`config.mk`:
```
export PLATFORM = sky130hd
export DESIGN_NAME = eight_bit_timer_event_counter
export DESIGN_NICKNAME = d
export VERILOG_FILES = /design/src/rtl/timer8_pkg.sv /design/src/rtl/count_clock_select.sv /design/src/rtl/eight_bit_timer_event_counter.sv
export VERILOG_INCLUDE_DIRS = /design/src /design/src/rtl
export SDC_FILE = /design/constraint.sdc
export NUM_CORES = 1
export LEC_CHECK = 0
export BUFFER_PORTS_ARGS = -buffer_cell sky130_fd_sc_hd__buf_2
export CORE_UTILIZATION = 55
export DETAILED_ROUTE_END_ITERATION = 16
export PLACE_DENSITY = 0.86
export SYNTH_ARGS = -nofsm -noshare
export SYNTH_HDL_FRONTEND = slang
export SYNTH_SLANG_ARGS = --single-unit
export TNS_END_PERCENT = 10
```
`constraint.sdc`:
```
create_clock -name clk -period 3.1 [get_ports clk]
set_input_delay 0.465 -clock clk [delete_from_list [all_inputs] [get_ports clk]]
set_output_delay 0.465 -clock clk [all_outputs]
set_load 0.02 [all_outputs]
```
`src/rtl/timer8_cfg.svh`:
```
`ifndef TIMER8_CFG_SVH
`define TIMER8_CFG_SVH

// ----------------------------------------------------------------------------
// Register indices (byte address is four times the index)
// ----------------------------------------------------------------------------
`define IDX_COUNTER_CH0      16'hFF16
`define IDX_COMPARE_CH0      16'hFF17
`define IDX_CLKSEL_CH0       16'hFF6A
`define IDX_MODE_CH0         16'hFF6B
`define IDX_IRQ_STATUS_CH0   16'hFF70
`define IDX_IRQ_MASK_CH0     16'hFF71
`define IDX_COUNTER_CH1      16'hFF1F
`define IDX_COMPARE_CH1      16'hFF41
`define IDX_CLKSEL_CH1       16'hFF8C
`define IDX_MODE_CH1         16'hFF43
`define IDX_IRQ_STATUS_CH1   16'hFF72
`define IDX_IRQ_MASK_CH1     16'hFF73

// ----------------------------------------------------------------------------
// Mode control and interrupt mask field positions
// ----------------------------------------------------------------------------
`define BIT_COUNT_ENABLE     7
`define BIT_PWM_MODE         6
`define BIT_LEVEL_SET        3
`define BIT_LEVEL_RESET      2
`define BIT_INVERT           1
`define BIT_OUTPUT_ENABLE    0
`define BIT_MATCH_IRQ        0

// ----------------------------------------------------------------------------
// Reset values
// ----------------------------------------------------------------------------
`define RST_BYTE             8'h00
`define RST_CLKSEL           3'h0

// ----------------------------------------------------------------------------
// Prescaler exponents per channel
// ----------------------------------------------------------------------------
`define PRESCALE_WIDTH       13
`define EXP_DIV2             1
`define EXP_DIV64            6
`define EXP_DIV256           8
`define EXP_CODE4_CH0        2
`define EXP_CODE4_CH1        4
`define EXP_CODE7_CH0        13
`define EXP_CODE7_CH1        12

`endif

```
`src/rtl/timer8_pkg.sv`:
```
`default_nettype none
package timer8_pkg;
    typedef enum logic {BUS_IDLE, BUS_ACK} bus_state_t;
    typedef logic [7:0] byte_t;
    typedef logic [2:0] clk_sel_t;
endpackage
`default_nettype wire

```
`src/rtl/count_clock_select.sv`:
```
`timescale 1ns/10ps
`default_nettype none
`include "timer8_cfg.svh"
module count_clock_select
    import timer8_pkg::*;
#(
    parameter int EXP_CODE4 = `EXP_CODE4_CH0,
    parameter int EXP_CODE7 = `EXP_CODE7_CH0
) (
    // Clock and reset.
    input  wire logic     clk,
    input  wire logic     sys_rst,
    // Selection and pin.
    input  wire clk_sel_t clock_select,
    input  wire logic     event_input_pin,
    // One-cycle count enable pulse.
    output logic          count_tick
);
    // ------------------------------------------------------------------------
    // Free-running prescaler
    // ------------------------------------------------------------------------
    logic [`PRESCALE_WIDTH-1:0] prescale;
    logic                       event_prev;

    // A divide by two to the e fires when the low e bits are all ones.
    function automatic logic low_ones(input logic [`PRESCALE_WIDTH-1:0] p, input int e);
        logic [`PRESCALE_WIDTH-1:0] m;
        m = `PRESCALE_WIDTH'((32'd1 << e) - 32'd1);
        return (p & m) == m;
    endfunction

    // The prescaler never stops, so a divided rate may start up to one period late.
    always_ff @(posedge clk) begin
        if (sys_rst) begin
            prescale <= '0;
        end else begin
            prescale <= prescale + `PRESCALE_WIDTH'(1);
        end
    end

    // Pin is synchronous already; one delayed copy gives the edges.
    always_ff @(posedge clk) begin
        if (sys_rst) begin
            event_prev <= 1'b0;
        end else begin
            event_prev <= event_input_pin;
        end
    end

    // Source multiplexer; the two channels differ only in codes 100 and 111.
    always_comb begin
        case (clock_select)
            3'h0:    count_tick = event_prev & ~event_input_pin;
            3'h1:    count_tick = ~event_prev & event_input_pin;
            3'h2:    count_tick = 1'b1;
            3'h3:    count_tick = low_ones(prescale, `EXP_DIV2);
            3'h4:    count_tick = low_ones(prescale, EXP_CODE4);
            3'h5:    count_tick = low_ones(prescale, `EXP_DIV64);
            3'h6:    count_tick = low_ones(prescale, `EXP_DIV256);
            3'h7:    count_tick = low_ones(prescale, EXP_CODE7);
            default: count_tick = 1'b0;
        endcase
    end
endmodule // count_clock_select
`default_nettype wire

```
`src/rtl/eight_bit_timer_event_counter.sv`:
```
// Summary of operation
// - Read-only 8-bit counter increments per count tick.
// - Counter clears on reset, stop, non-PWM match.
// - Non-PWM compare equality raises match interrupt.
// - PWM match makes output inactive, no interrupt.
// - Compare register full-range read/write, resets zero.
// - Channel 0 clock select code table.
// - Clock select byte-writable, resets zero.
// - Count enable one runs, zero stops clears.
// - Mode bit: zero clear-start, one PWM.
// - Level pair 01 clears, 10 sets flop, on non-PWM writes.
// - Output enable zero holds low; polarity bit.
//
// The implementer's own choice: the Avalon-MM slave port.
`timescale 1ns/10ps
`default_nettype none
`include "timer8_cfg.svh"
module eight_bit_timer_event_counter
    import timer8_pkg::*;
#(
    parameter int CHANNEL   = 0,
    parameter int EXP_CODE7 = (CHANNEL == 0) ? `EXP_CODE7_CH0 : `EXP_CODE7_CH1
) (
    // Clock and reset.
    input  wire logic        clk,
    input  wire logic        sys_rst,
    // Avalon-MM slave, word addressed.
    input  wire logic [15:0] address,
    input  wire logic        read,
    input  wire logic        write,
    input  wire logic [3:0]  byteenable,
    input  wire logic [31:0] writedata,
    output logic [31:0]      readdata,
    output logic             waitrequest,
    // Timer pins and interrupt.
    input  wire logic        event_input_pin,
    output logic             timer_output_pin,
    output logic             match_irq
);
    // ------------------------------------------------------------------------
    // Channel address map
    // ------------------------------------------------------------------------
    localparam logic [15:0] IDX_COUNTER = (CHANNEL == 0) ? `IDX_COUNTER_CH0 : `IDX_COUNTER_CH1;
    localparam logic [15:0] IDX_COMPARE = (CHANNEL == 0) ? `IDX_COMPARE_CH0 : `IDX_COMPARE_CH1;
    localparam logic [15:0] IDX_CLKSEL  = (CHANNEL == 0) ? `IDX_CLKSEL_CH0  : `IDX_CLKSEL_CH1;
    localparam logic [15:0] IDX_MODE    = (CHANNEL == 0) ? `IDX_MODE_CH0    : `IDX_MODE_CH1;
    localparam logic [15:0] IDX_STATUS  = (CHANNEL == 0) ? `IDX_IRQ_STATUS_CH0 : `IDX_IRQ_STATUS_CH1;
    localparam logic [15:0] IDX_MASK    = (CHANNEL == 0) ? `IDX_IRQ_MASK_CH0   : `IDX_IRQ_MASK_CH1;
    localparam int          EXP_CODE4   = (CHANNEL == 0) ? `EXP_CODE4_CH0 : `EXP_CODE4_CH1;

    bus_state_t bus_state;
    byte_t      up_counter;
    byte_t      compare_value;
    clk_sel_t   clock_select_reg;
    logic       count_enable;
    logic       pwm_mode_select;
    logic       invert_or_polarity;
    logic       output_enable;
    logic       out_ff;
    logic       irq_status;
    logic       irq_mask;
    logic       count_tick;
    logic       wr_lane0;
    logic       wr_compare;
    logic       wr_clksel;
    logic       wr_mode;
    logic       match_event;
    logic       at_match;
    logic       rd_status;
    logic       pwm_active;

    // ------------------------------------------------------------------------
    // Count clock source
    // ------------------------------------------------------------------------
    count_clock_select #(
        .EXP_CODE4       (EXP_CODE4),
        .EXP_CODE7       (EXP_CODE7)
    ) u_clk_sel (
        .clk             (clk),
        .sys_rst         (sys_rst),
        .clock_select    (clock_select_reg),
        .event_input_pin (event_input_pin),
        .count_tick      (count_tick)
    );

    // ------------------------------------------------------------------------
    // Bus slave
    // ------------------------------------------------------------------------
    // Every access takes one wait cycle; the answer edge is where it takes effect.
    always_ff @(posedge clk) begin
        if (sys_rst) begin
            bus_state <= BUS_IDLE;
        end else begin
            case (bus_state)
                BUS_IDLE: bus_state <= (read || write) ? BUS_ACK : BUS_IDLE;
                BUS_ACK:  bus_state <= BUS_IDLE;
                default:  bus_state <= BUS_IDLE;
            endcase
        end
    end

    assign waitrequest = (bus_state != BUS_ACK);

    // Write strobes; only byte lane 0 carries register data.
    assign wr_lane0   = (bus_state == BUS_ACK) && write && byteenable[0];
    assign wr_compare = wr_lane0 && (address == IDX_COMPARE);
    assign wr_clksel  = wr_lane0 && (address == IDX_CLKSEL);
    assign wr_mode    = wr_lane0 && (address == IDX_MODE);
    assign rd_status  = (bus_state == BUS_ACK) && read && (address == IDX_STATUS);

    // Read data are latched while waiting; unmapped indices read zero.
    // The level pair is write-only and reads back as zero.
    always_ff @(posedge clk) begin
        if (sys_rst) begin
            readdata <= 32'h00000000;
        end else if (bus_state == BUS_IDLE && read) begin
            case (address)
                IDX_COUNTER: readdata <= {24'h000000, up_counter};
                IDX_COMPARE: readdata <= {24'h000000, compare_value};
                IDX_CLKSEL:  readdata <= {29'h00000000, clock_select_reg};
                IDX_MODE:    readdata <= {24'h000000, count_enable, pwm_mode_select, 4'h0,
                                          invert_or_polarity, output_enable};
                IDX_STATUS:  readdata <= {31'h00000000, irq_status};
                IDX_MASK:    readdata <= {31'h00000000, irq_mask};
                default:     readdata <= 32'h00000000;
            endcase
        end
    end

    // ------------------------------------------------------------------------
    // Software registers
    // ------------------------------------------------------------------------
    // Compare accepts any byte; no write guard, so software owns safe timing.
    always_ff @(posedge clk) begin
        if (sys_rst) begin
            compare_value <= `RST_BYTE;
        end else if (wr_compare) begin
            compare_value <= writedata[7:0];
        end
    end

    // Only the three select bits are stored, so the upper bits read zero.
    always_ff @(posedge clk) begin
        if (sys_rst) begin
            clock_select_reg <= `RST_CLKSEL;
        end else if (wr_clksel) begin
            clock_select_reg <= writedata[2:0];
        end
    end

    // Mode control fields.
    always_ff @(posedge clk) begin
        if (sys_rst) begin
            count_enable       <= 1'b0;
            pwm_mode_select    <= 1'b0;
            invert_or_polarity <= 1'b0;
            output_enable      <= 1'b0;
        end else if (wr_mode) begin
            count_enable       <= writedata[`BIT_COUNT_ENABLE];
            pwm_mode_select    <= writedata[`BIT_PWM_MODE];
            invert_or_polarity <= writedata[`BIT_INVERT];
            output_enable      <= writedata[`BIT_OUTPUT_ENABLE];
        end
    end

    // ------------------------------------------------------------------------
    // Counter
    // ------------------------------------------------------------------------
    assign at_match    = (up_counter == compare_value);
    assign match_event = count_enable && count_tick && !pwm_mode_select && at_match;

    // Stopping clears immediately; a match clears at the next count tick.
    always_ff @(posedge clk) begin
        if (sys_rst || !count_enable) begin
            up_counter <= `RST_BYTE;
        end else if (count_tick) begin
            if (match_event) begin
                up_counter <= `RST_BYTE;
            end else begin
                up_counter <= up_counter + 8'h01;
            end
        end
    end

    // ------------------------------------------------------------------------
    // Output flip-flop and pin
    // ------------------------------------------------------------------------
    // Level pair 11 is prohibited and is ignored here; a level write beats a toggle.
    always_ff @(posedge clk) begin
        if (sys_rst) begin
            out_ff <= 1'b0;
        end else if (wr_mode && !writedata[`BIT_PWM_MODE] &&
                     (writedata[`BIT_LEVEL_SET] ^ writedata[`BIT_LEVEL_RESET])) begin
            out_ff <= writedata[`BIT_LEVEL_SET];
        end else if (match_event && invert_or_polarity) begin
            out_ff <= ~out_ff;
        end
    end

    // PWM is active from the wrap to zero until the count reaches compare.
    assign pwm_active = count_enable && (up_counter < compare_value);

    // The pin follows the mode bits even while the counter is stopped.
    always_ff @(posedge clk) begin
        if (sys_rst || !output_enable) begin
            timer_output_pin <= 1'b0;
        end else if (pwm_mode_select) begin
            timer_output_pin <= pwm_active ^ invert_or_polarity;
        end else begin
            timer_output_pin <= out_ff;
        end
    end

    // ------------------------------------------------------------------------
    // Interrupt
    // ------------------------------------------------------------------------
    // A read clears only a bit that it reported, so a match between latch and answer is not lost.
    // A match in the same cycle as the clearing read is kept as well: set wins.
    always_ff @(posedge clk) begin
        if (sys_rst) begin
            irq_status <= 1'b0;
        end else begin
            irq_status <= (irq_status && !(rd_status && readdata[0])) || match_event;
        end
    end

    // Mask register.
    always_ff @(posedge clk) begin
        if (sys_rst) begin
            irq_mask <= 1'b0;
        end else if (wr_lane0 && address == IDX_MASK) begin
            irq_mask <= writedata[`BIT_MATCH_IRQ];
        end
    end

    assign match_irq = irq_status && irq_mask;

    // ------------------------------------------------------------------------
    // Assertions
    // ------------------------------------------------------------------------
    property p_count_step;
        @(posedge clk) disable iff (sys_rst)
        (count_enable && count_tick && !at_match) ##1 count_enable |-> up_counter == $past(up_counter) + 8'h01;
    endproperty
    a_count_step: assert property (p_count_step) else $error("counter did not step by one");

    property p_stop_clear;
        @(posedge clk) disable iff (sys_rst)
        !count_enable |=> up_counter == 8'h00;
    endproperty
    a_stop_clear: assert property (p_stop_clear) else $error("stopped counter not zero");

    property p_match_clear;
        @(posedge clk) disable iff (sys_rst)
        match_event |=> up_counter == 8'h00 && irq_status;
    endproperty
    a_match_clear: assert property (p_match_clear) else $error("match did not clear and flag");

    property p_match_irq;
        @(posedge clk) disable iff (sys_rst)
        (count_enable && count_tick && !pwm_mode_select && up_counter == compare_value) |=> irq_status;
    endproperty
    a_match_irq: assert property (p_match_irq) else $error("match flag not set");

    property p_pwm_no_irq;
        @(posedge clk) disable iff (sys_rst)
        $rose(irq_status) |-> !$past(pwm_mode_select);
    endproperty
    a_pwm_no_irq: assert property (p_pwm_no_irq) else $error("interrupt raised in PWM mode");

    property p_compare_write;
        @(posedge clk) disable iff (sys_rst)
        wr_compare |=> compare_value == $past(writedata[7:0]);
    endproperty
    a_compare_write: assert property (p_compare_write) else $error("compare write lost");

    property p_clksel_write;
        @(posedge clk) disable iff (sys_rst)
        wr_clksel |=> clock_select_reg == $past(writedata[2:0]);
    endproperty
    a_clksel_write: assert property (p_clksel_write) else $error("clock select write lost");

    property p_out_low;
        @(posedge clk) disable iff (sys_rst)
        !output_enable |=> !timer_output_pin;
    endproperty
    a_out_low: assert property (p_out_low) else $error("output not low when disabled");

    property p_level_clear;
        @(posedge clk) disable iff (sys_rst)
        (wr_mode && !writedata[`BIT_PWM_MODE] && writedata[3:2] == 2'b01) |=> !out_ff;
    endproperty
    a_level_clear: assert property (p_level_clear) else $error("level reset ignored");

    property p_toggle;
        @(posedge clk) disable iff (sys_rst)
        (match_event && invert_or_polarity && !wr_mode) |=> out_ff != $past(out_ff);
    endproperty
    a_toggle: assert property (p_toggle) else $error("no toggle on match");

    property p_pwm_duty;
        @(posedge clk) disable iff (sys_rst)
        (output_enable && pwm_mode_select && !invert_or_polarity) |=>
            timer_output_pin == ($past(count_enable) && ($past(up_counter) < $past(compare_value)));
    endproperty
    a_pwm_duty: assert property (p_pwm_duty) else $error("PWM level wrong");
endmodule // eight_bit_timer_event_counter
`default_nettype wire

```
Yosys cells after proc, flatten, opt, wreduce, memory -nomap -nowiden:

Cells that the tools add are included.

* logic and storage cells: 82
* flip-flop bits (word level): 74

* multiplexer cells: 8
* $lt $le $gt $ge: 1
* equality and inequality tests: 18
* add/sub/neg operators: 2
* bitwise logic cells: 8
* reduce and logical (&&, ||, !) cells: 30

Operators by type and width (count)
* $eq 16x16->1 const B: 6
* $pmux 8 s6: 1
* $logic_and 1x1->1: 19
* $add 13x1->13 const B: 1
* $eq 13x13->1 const B: 1
* $eq 3x3->1 const B: 4
* $add 8x1->8 const B: 1
* $eq 8x8->1: 1
* $eq 8x8->1 const B: 1
* $lt 8x8->1: 1
* $mux 8: 1
* $pmux 1 s8: 1
* $eq 3x2->1 const B: 2
* $eq 6x6->1 const B: 1
* $logic_not 1->1: 5
* $logic_or 1x1->1: 4
* $mux 1: 4
* $not 1->1: 4
* $eq 3x1->1 const B: 1
* $logic_not 3->1: 1
* $and 1x1->1: 2
* $eq 2x2->1 const B: 1
* $pmux 1 s2: 1
* $reduce_bool 2->1: 1
* $xor 1x1->1: 2

Logic depth before layout (Yosys ltp):

* word-level depth: 9
* depth in mapped cells: 9

By module:

From an unflattened synthesis, not the netlist that was laid out.

* cell total of the unflattened synthesis: 322
* area total of the unflattened synthesis: 2750.1 sq um

Modules (own cells, without submodules)
* eight_bit_timer_event_counter: cells an instance 249, area an instance 2078.2 sq um, instances 1
* count_clock_select: cells an instance 73, area an instance 671.9 sq um, instances 1

Least setup slack after synthesis:

OpenSTA, ideal clock, no wires.

* path type: reg-to-reg
* start: register u_clk_sel.prescale[0]
* end: register up_counter[5]
* clock period less this slack: 1919 ps
* data required time: 3030 ps
* slack: 1181 ps
* library setup time: 70 ps
* arrival: 1849 ps
* cell stages (with the launch flop): 9
* cells stage by stage: dfxtp_1 > ha_1 > nand2_1 > or3_1 > buf_2 > nand3_2 > a21oi_2 > or4_1 > a21oi_1

* longest elaborated chain between the ends: 6
* elaborated cells on any way between the ends: 9
* those cells by class: eq/ne (4); mux (2); reduce/logical (3)

Ends and longest elaborated chain
* start: declaration: RTL line count_clock_select.sv:22 `` logic [`PRESCALE_WIDTH-1:0] prescale; ``
* start signal: assignment: RTL line count_clock_select.sv:37 `` prescale <= prescale + `PRESCALE_WIDTH'(1); ``
* $eq 13x13->1, or another cell as far along: RTL line count_clock_select.sv:29 `return (p & m) == m;`
* $pmux 1 s8 (*): RTL line count_clock_select.sv:52 `case (clock_select)`
* $logic_and 1x1->1 (3 in a row): RTL line eight_bit_timer_event_counter.sv:170 `assign match_event = count_enable && count_tick && !pwm_mode_select && at_match;`
* $mux 8: RTL line eight_bit_timer_event_counter.sv:177 `if (match_event) begin`
* end signal: assignment: RTL line eight_bit_timer_event_counter.sv:175 `` up_counter <= `RST_BYTE; ``
* end signal: assignment: RTL line eight_bit_timer_event_counter.sv:178 `` up_counter <= `RST_BYTE; ``
* end signal: assignment: RTL line eight_bit_timer_event_counter.sv:180 `up_counter <= up_counter + 8'h01;`
* end: declaration: RTL line eight_bit_timer_event_counter.sv:52 `byte_t up_counter;`

Mark *: on every way between the ends. The rest lies on a longest branch, timed or not.
A chain may end at the register's enable or synchronous reset.

Final worst setup path:

* start: register u_clk_sel.prescale[0]
* end: register up_counter[0]

The elaborated chain is that of the path after synthesis.

==> results.ini <==
[yosys]
synth_seq_cells=50
syn_inst=342
synth_ff_type=dfxtp_1
synth.most_common_cell=dfxtp_1
synth_edf_count=0
ys_types=53
ys_top_cells_by_count=dfxtp_1, nand2_1, nor2_1
synth_area_um2=2780
synthArstFlopShare=0
ys_top_cells_by_area=dfxtp_1, buf_4, nand2_1, nor2_1, ha_1
synth_area_leader_cell=dfxtp_1
avgSynthCellArea_um2=8.12
ys_seq_area_frac=0.361
synth_warnings=0
synth_top_area_share=0.361

[die]
io-pin-count=92
core_um2=4790
start_util=0.580
die-width_um=73.1
dieArea_um2=5340
row_count=25
die_y_um=73.1

[drt]
initialDrtViolationCount=113
remaining_drc_errors=0
dr_total_vias=2418
drt-met1-wl_um=2480
drtAntennaViolNets=0
totalWireLength_um=5980
detail_route.first_pass.iterations=4
top_layer_used=met4
wl_per_cell_um=13.5
routed-wl-met2_um=3100
via_per_inst=5.45
wl_met3_um=281

[timing]
tightestPinTransition_ps=735
rsz0062_at_grt=false
setup_violations=0
maxSlewHeadroom=0.506
drv_slew=0
skew_ps=9.42
fin_crit_ps=2290
min_period_over_period=0.737
clock.fmax_mhz=438
timing.setup.tns_ps=0
hold_viol=0

[worst_setup_path]
cp-start-kind=flop
endpoint_kind=flop
crit-reg2reg-launch=u_clk_sel.prescale[0]
required_ps=3300
r2r-end=up_counter[0]
regToRegSetupSlack_ps=810
critPathArrivalTime_ps=2480
worst_r2r_path_depth=7
critPathMaxFanout=8
critical_path_class=reg2reg

[finish]
postLayoutCoreUtil=0.627
regMostFlops=u_clk_sel.prescale
largest_register_ffs=13
n_antenna_cell=0
area_growth_pct=8.16
fillers=457
fin_nets=443
drive_gt1_frac=0.151

[run]
cap_violations=0

[clock_tree]
postCtsSetupRepairBufs=0
cts_tree=yes
insertion_delay_ps=310
ctsHoldBuffers=0
clockBufferDepth=2
cts_htree_levels=2
root_buffer=clkbuf_8
cts.sinks=50
path_clk_slew_ps=90
cts_resized=0
cts_made_buffers=5

[placed_design]
port_buffers=40
gp_congestion=0.918
dpl.hpwl_um=4580

[min_path]
holdCritPathClass=in2reg
holdCritStartpoint=event_input_pin
holdPathEnd=u_clk_sel.event_prev
min_path_cells=2

[grt]
grt_usage=0.246
overflow=0
antenna_found_initial=0
grt_pass1_vias=2270
grt_pass1_wl_um=10100
grt_max_degree=41

[pwr]
p_per_area_nw_per_um2=378
leakagePower_nw=1.23
irDropWorstVdd_mv=0.328

[status]
status=complete, no violations

## area by class of cell
cell class	instances	area [um2]	share of cell area
well taps	67	83.8	0.0279
clock buffers	6	72.6	0.0242
flip-flops and latches	50	1000	0.333
multi-input cells	263	1570	0.522
inverters	15	56.3	0.0188
repair buffers	41	208	0.0692
clock inverters	2	13.8	0.00458
## cell usage in the layout, fill, tap and decap left out, types with 3 or more instances in the layout
master / instances
dfxtp_1: 50
nor3_1: 3
conb_1: 24
xnor2_1: 9
xor2_1: 3
inv_1: 15
nand4_1: 5
or3_1: 5
o31ai_1: 5
nand2b_1: 3
or4_1: 4
o211ai_1: 3
o21ai_0: 10
nor2_1: 38
nand2_1: 38
mux2_2: 3
buf_2: 40
nand3_1: 20
nor2b_1: 5
a22oi_1: 3
mux2i_1: 12
clkbuf_8: 5
a21oi_1: 23
ha_1: 10
## critical path, stage by stage (launching register included)
cell	delay [ps]
dfxtp_1	410
ha_1	260
nand2_1	80
or3_1	410
and3_1	230
o21ai_0	410
a211o_2	310
nor2_1	70
## worst max path at each step
| stage | start | to | slack, ps | cells past startpoint |
|---|---|---|---|---|
| 2_1_floorplan | u_clk_sel.prescale[0] | up_counter[5] | 1180 | 8 |
| 3_3_place_gp | u_clk_sel.prescale[0] | up_counter[7] | 840 | 7 |
| 3_5_place_dp | address[0] | out_ff | 840 | 7 |
| 4_1_cts | u_clk_sel.prescale[0] | up_counter[0] | 830 | 7 |
| 5_1_grt | u_clk_sel.prescale[0] | up_counter[1] | 650 | 7 |
| 6_report | u_clk_sel.prescale[0] | up_counter[0] | 810 | 7 |
## report_power, final
group	internal, mW	switching, mW
Clock	0.160	0.216
Sequential	0.649	0.00699
Combinational	0.0313	0.0711
## metal layers
layer	GRT usage	vias up
met4	0.0828	0
met3	0.0566	12
met2	0.433	53
met5	0	-
met1	0.293	1143
li1	-	1210
## cell families after synthesis
kind of cell               synth area share
AOI/OAI and AO/OA                     0.151
xor gates and xnor gates             0.0379
adders and majority gates            0.0451
buffers and inverters                 0.106
DFF                                   0.361
muxes                                0.0554
other                               0.00135
and+or+nand+nor                       0.243
## per-stage QoR
stage               hold WS (ps)  total power [mW]  area, um2  std cells  setup slack (ps)
floorplan                    441             0.763       2860        365              1180
global route                 422              1.19       3000        444               648
detailed placement           441             0.773       2920        436               837
finish                       394              1.13       3000        444               814
CTS                          384              1.14       3000        444               826
global placement             438             0.770       2920        436               842
(Power assumes the default switching activity.)
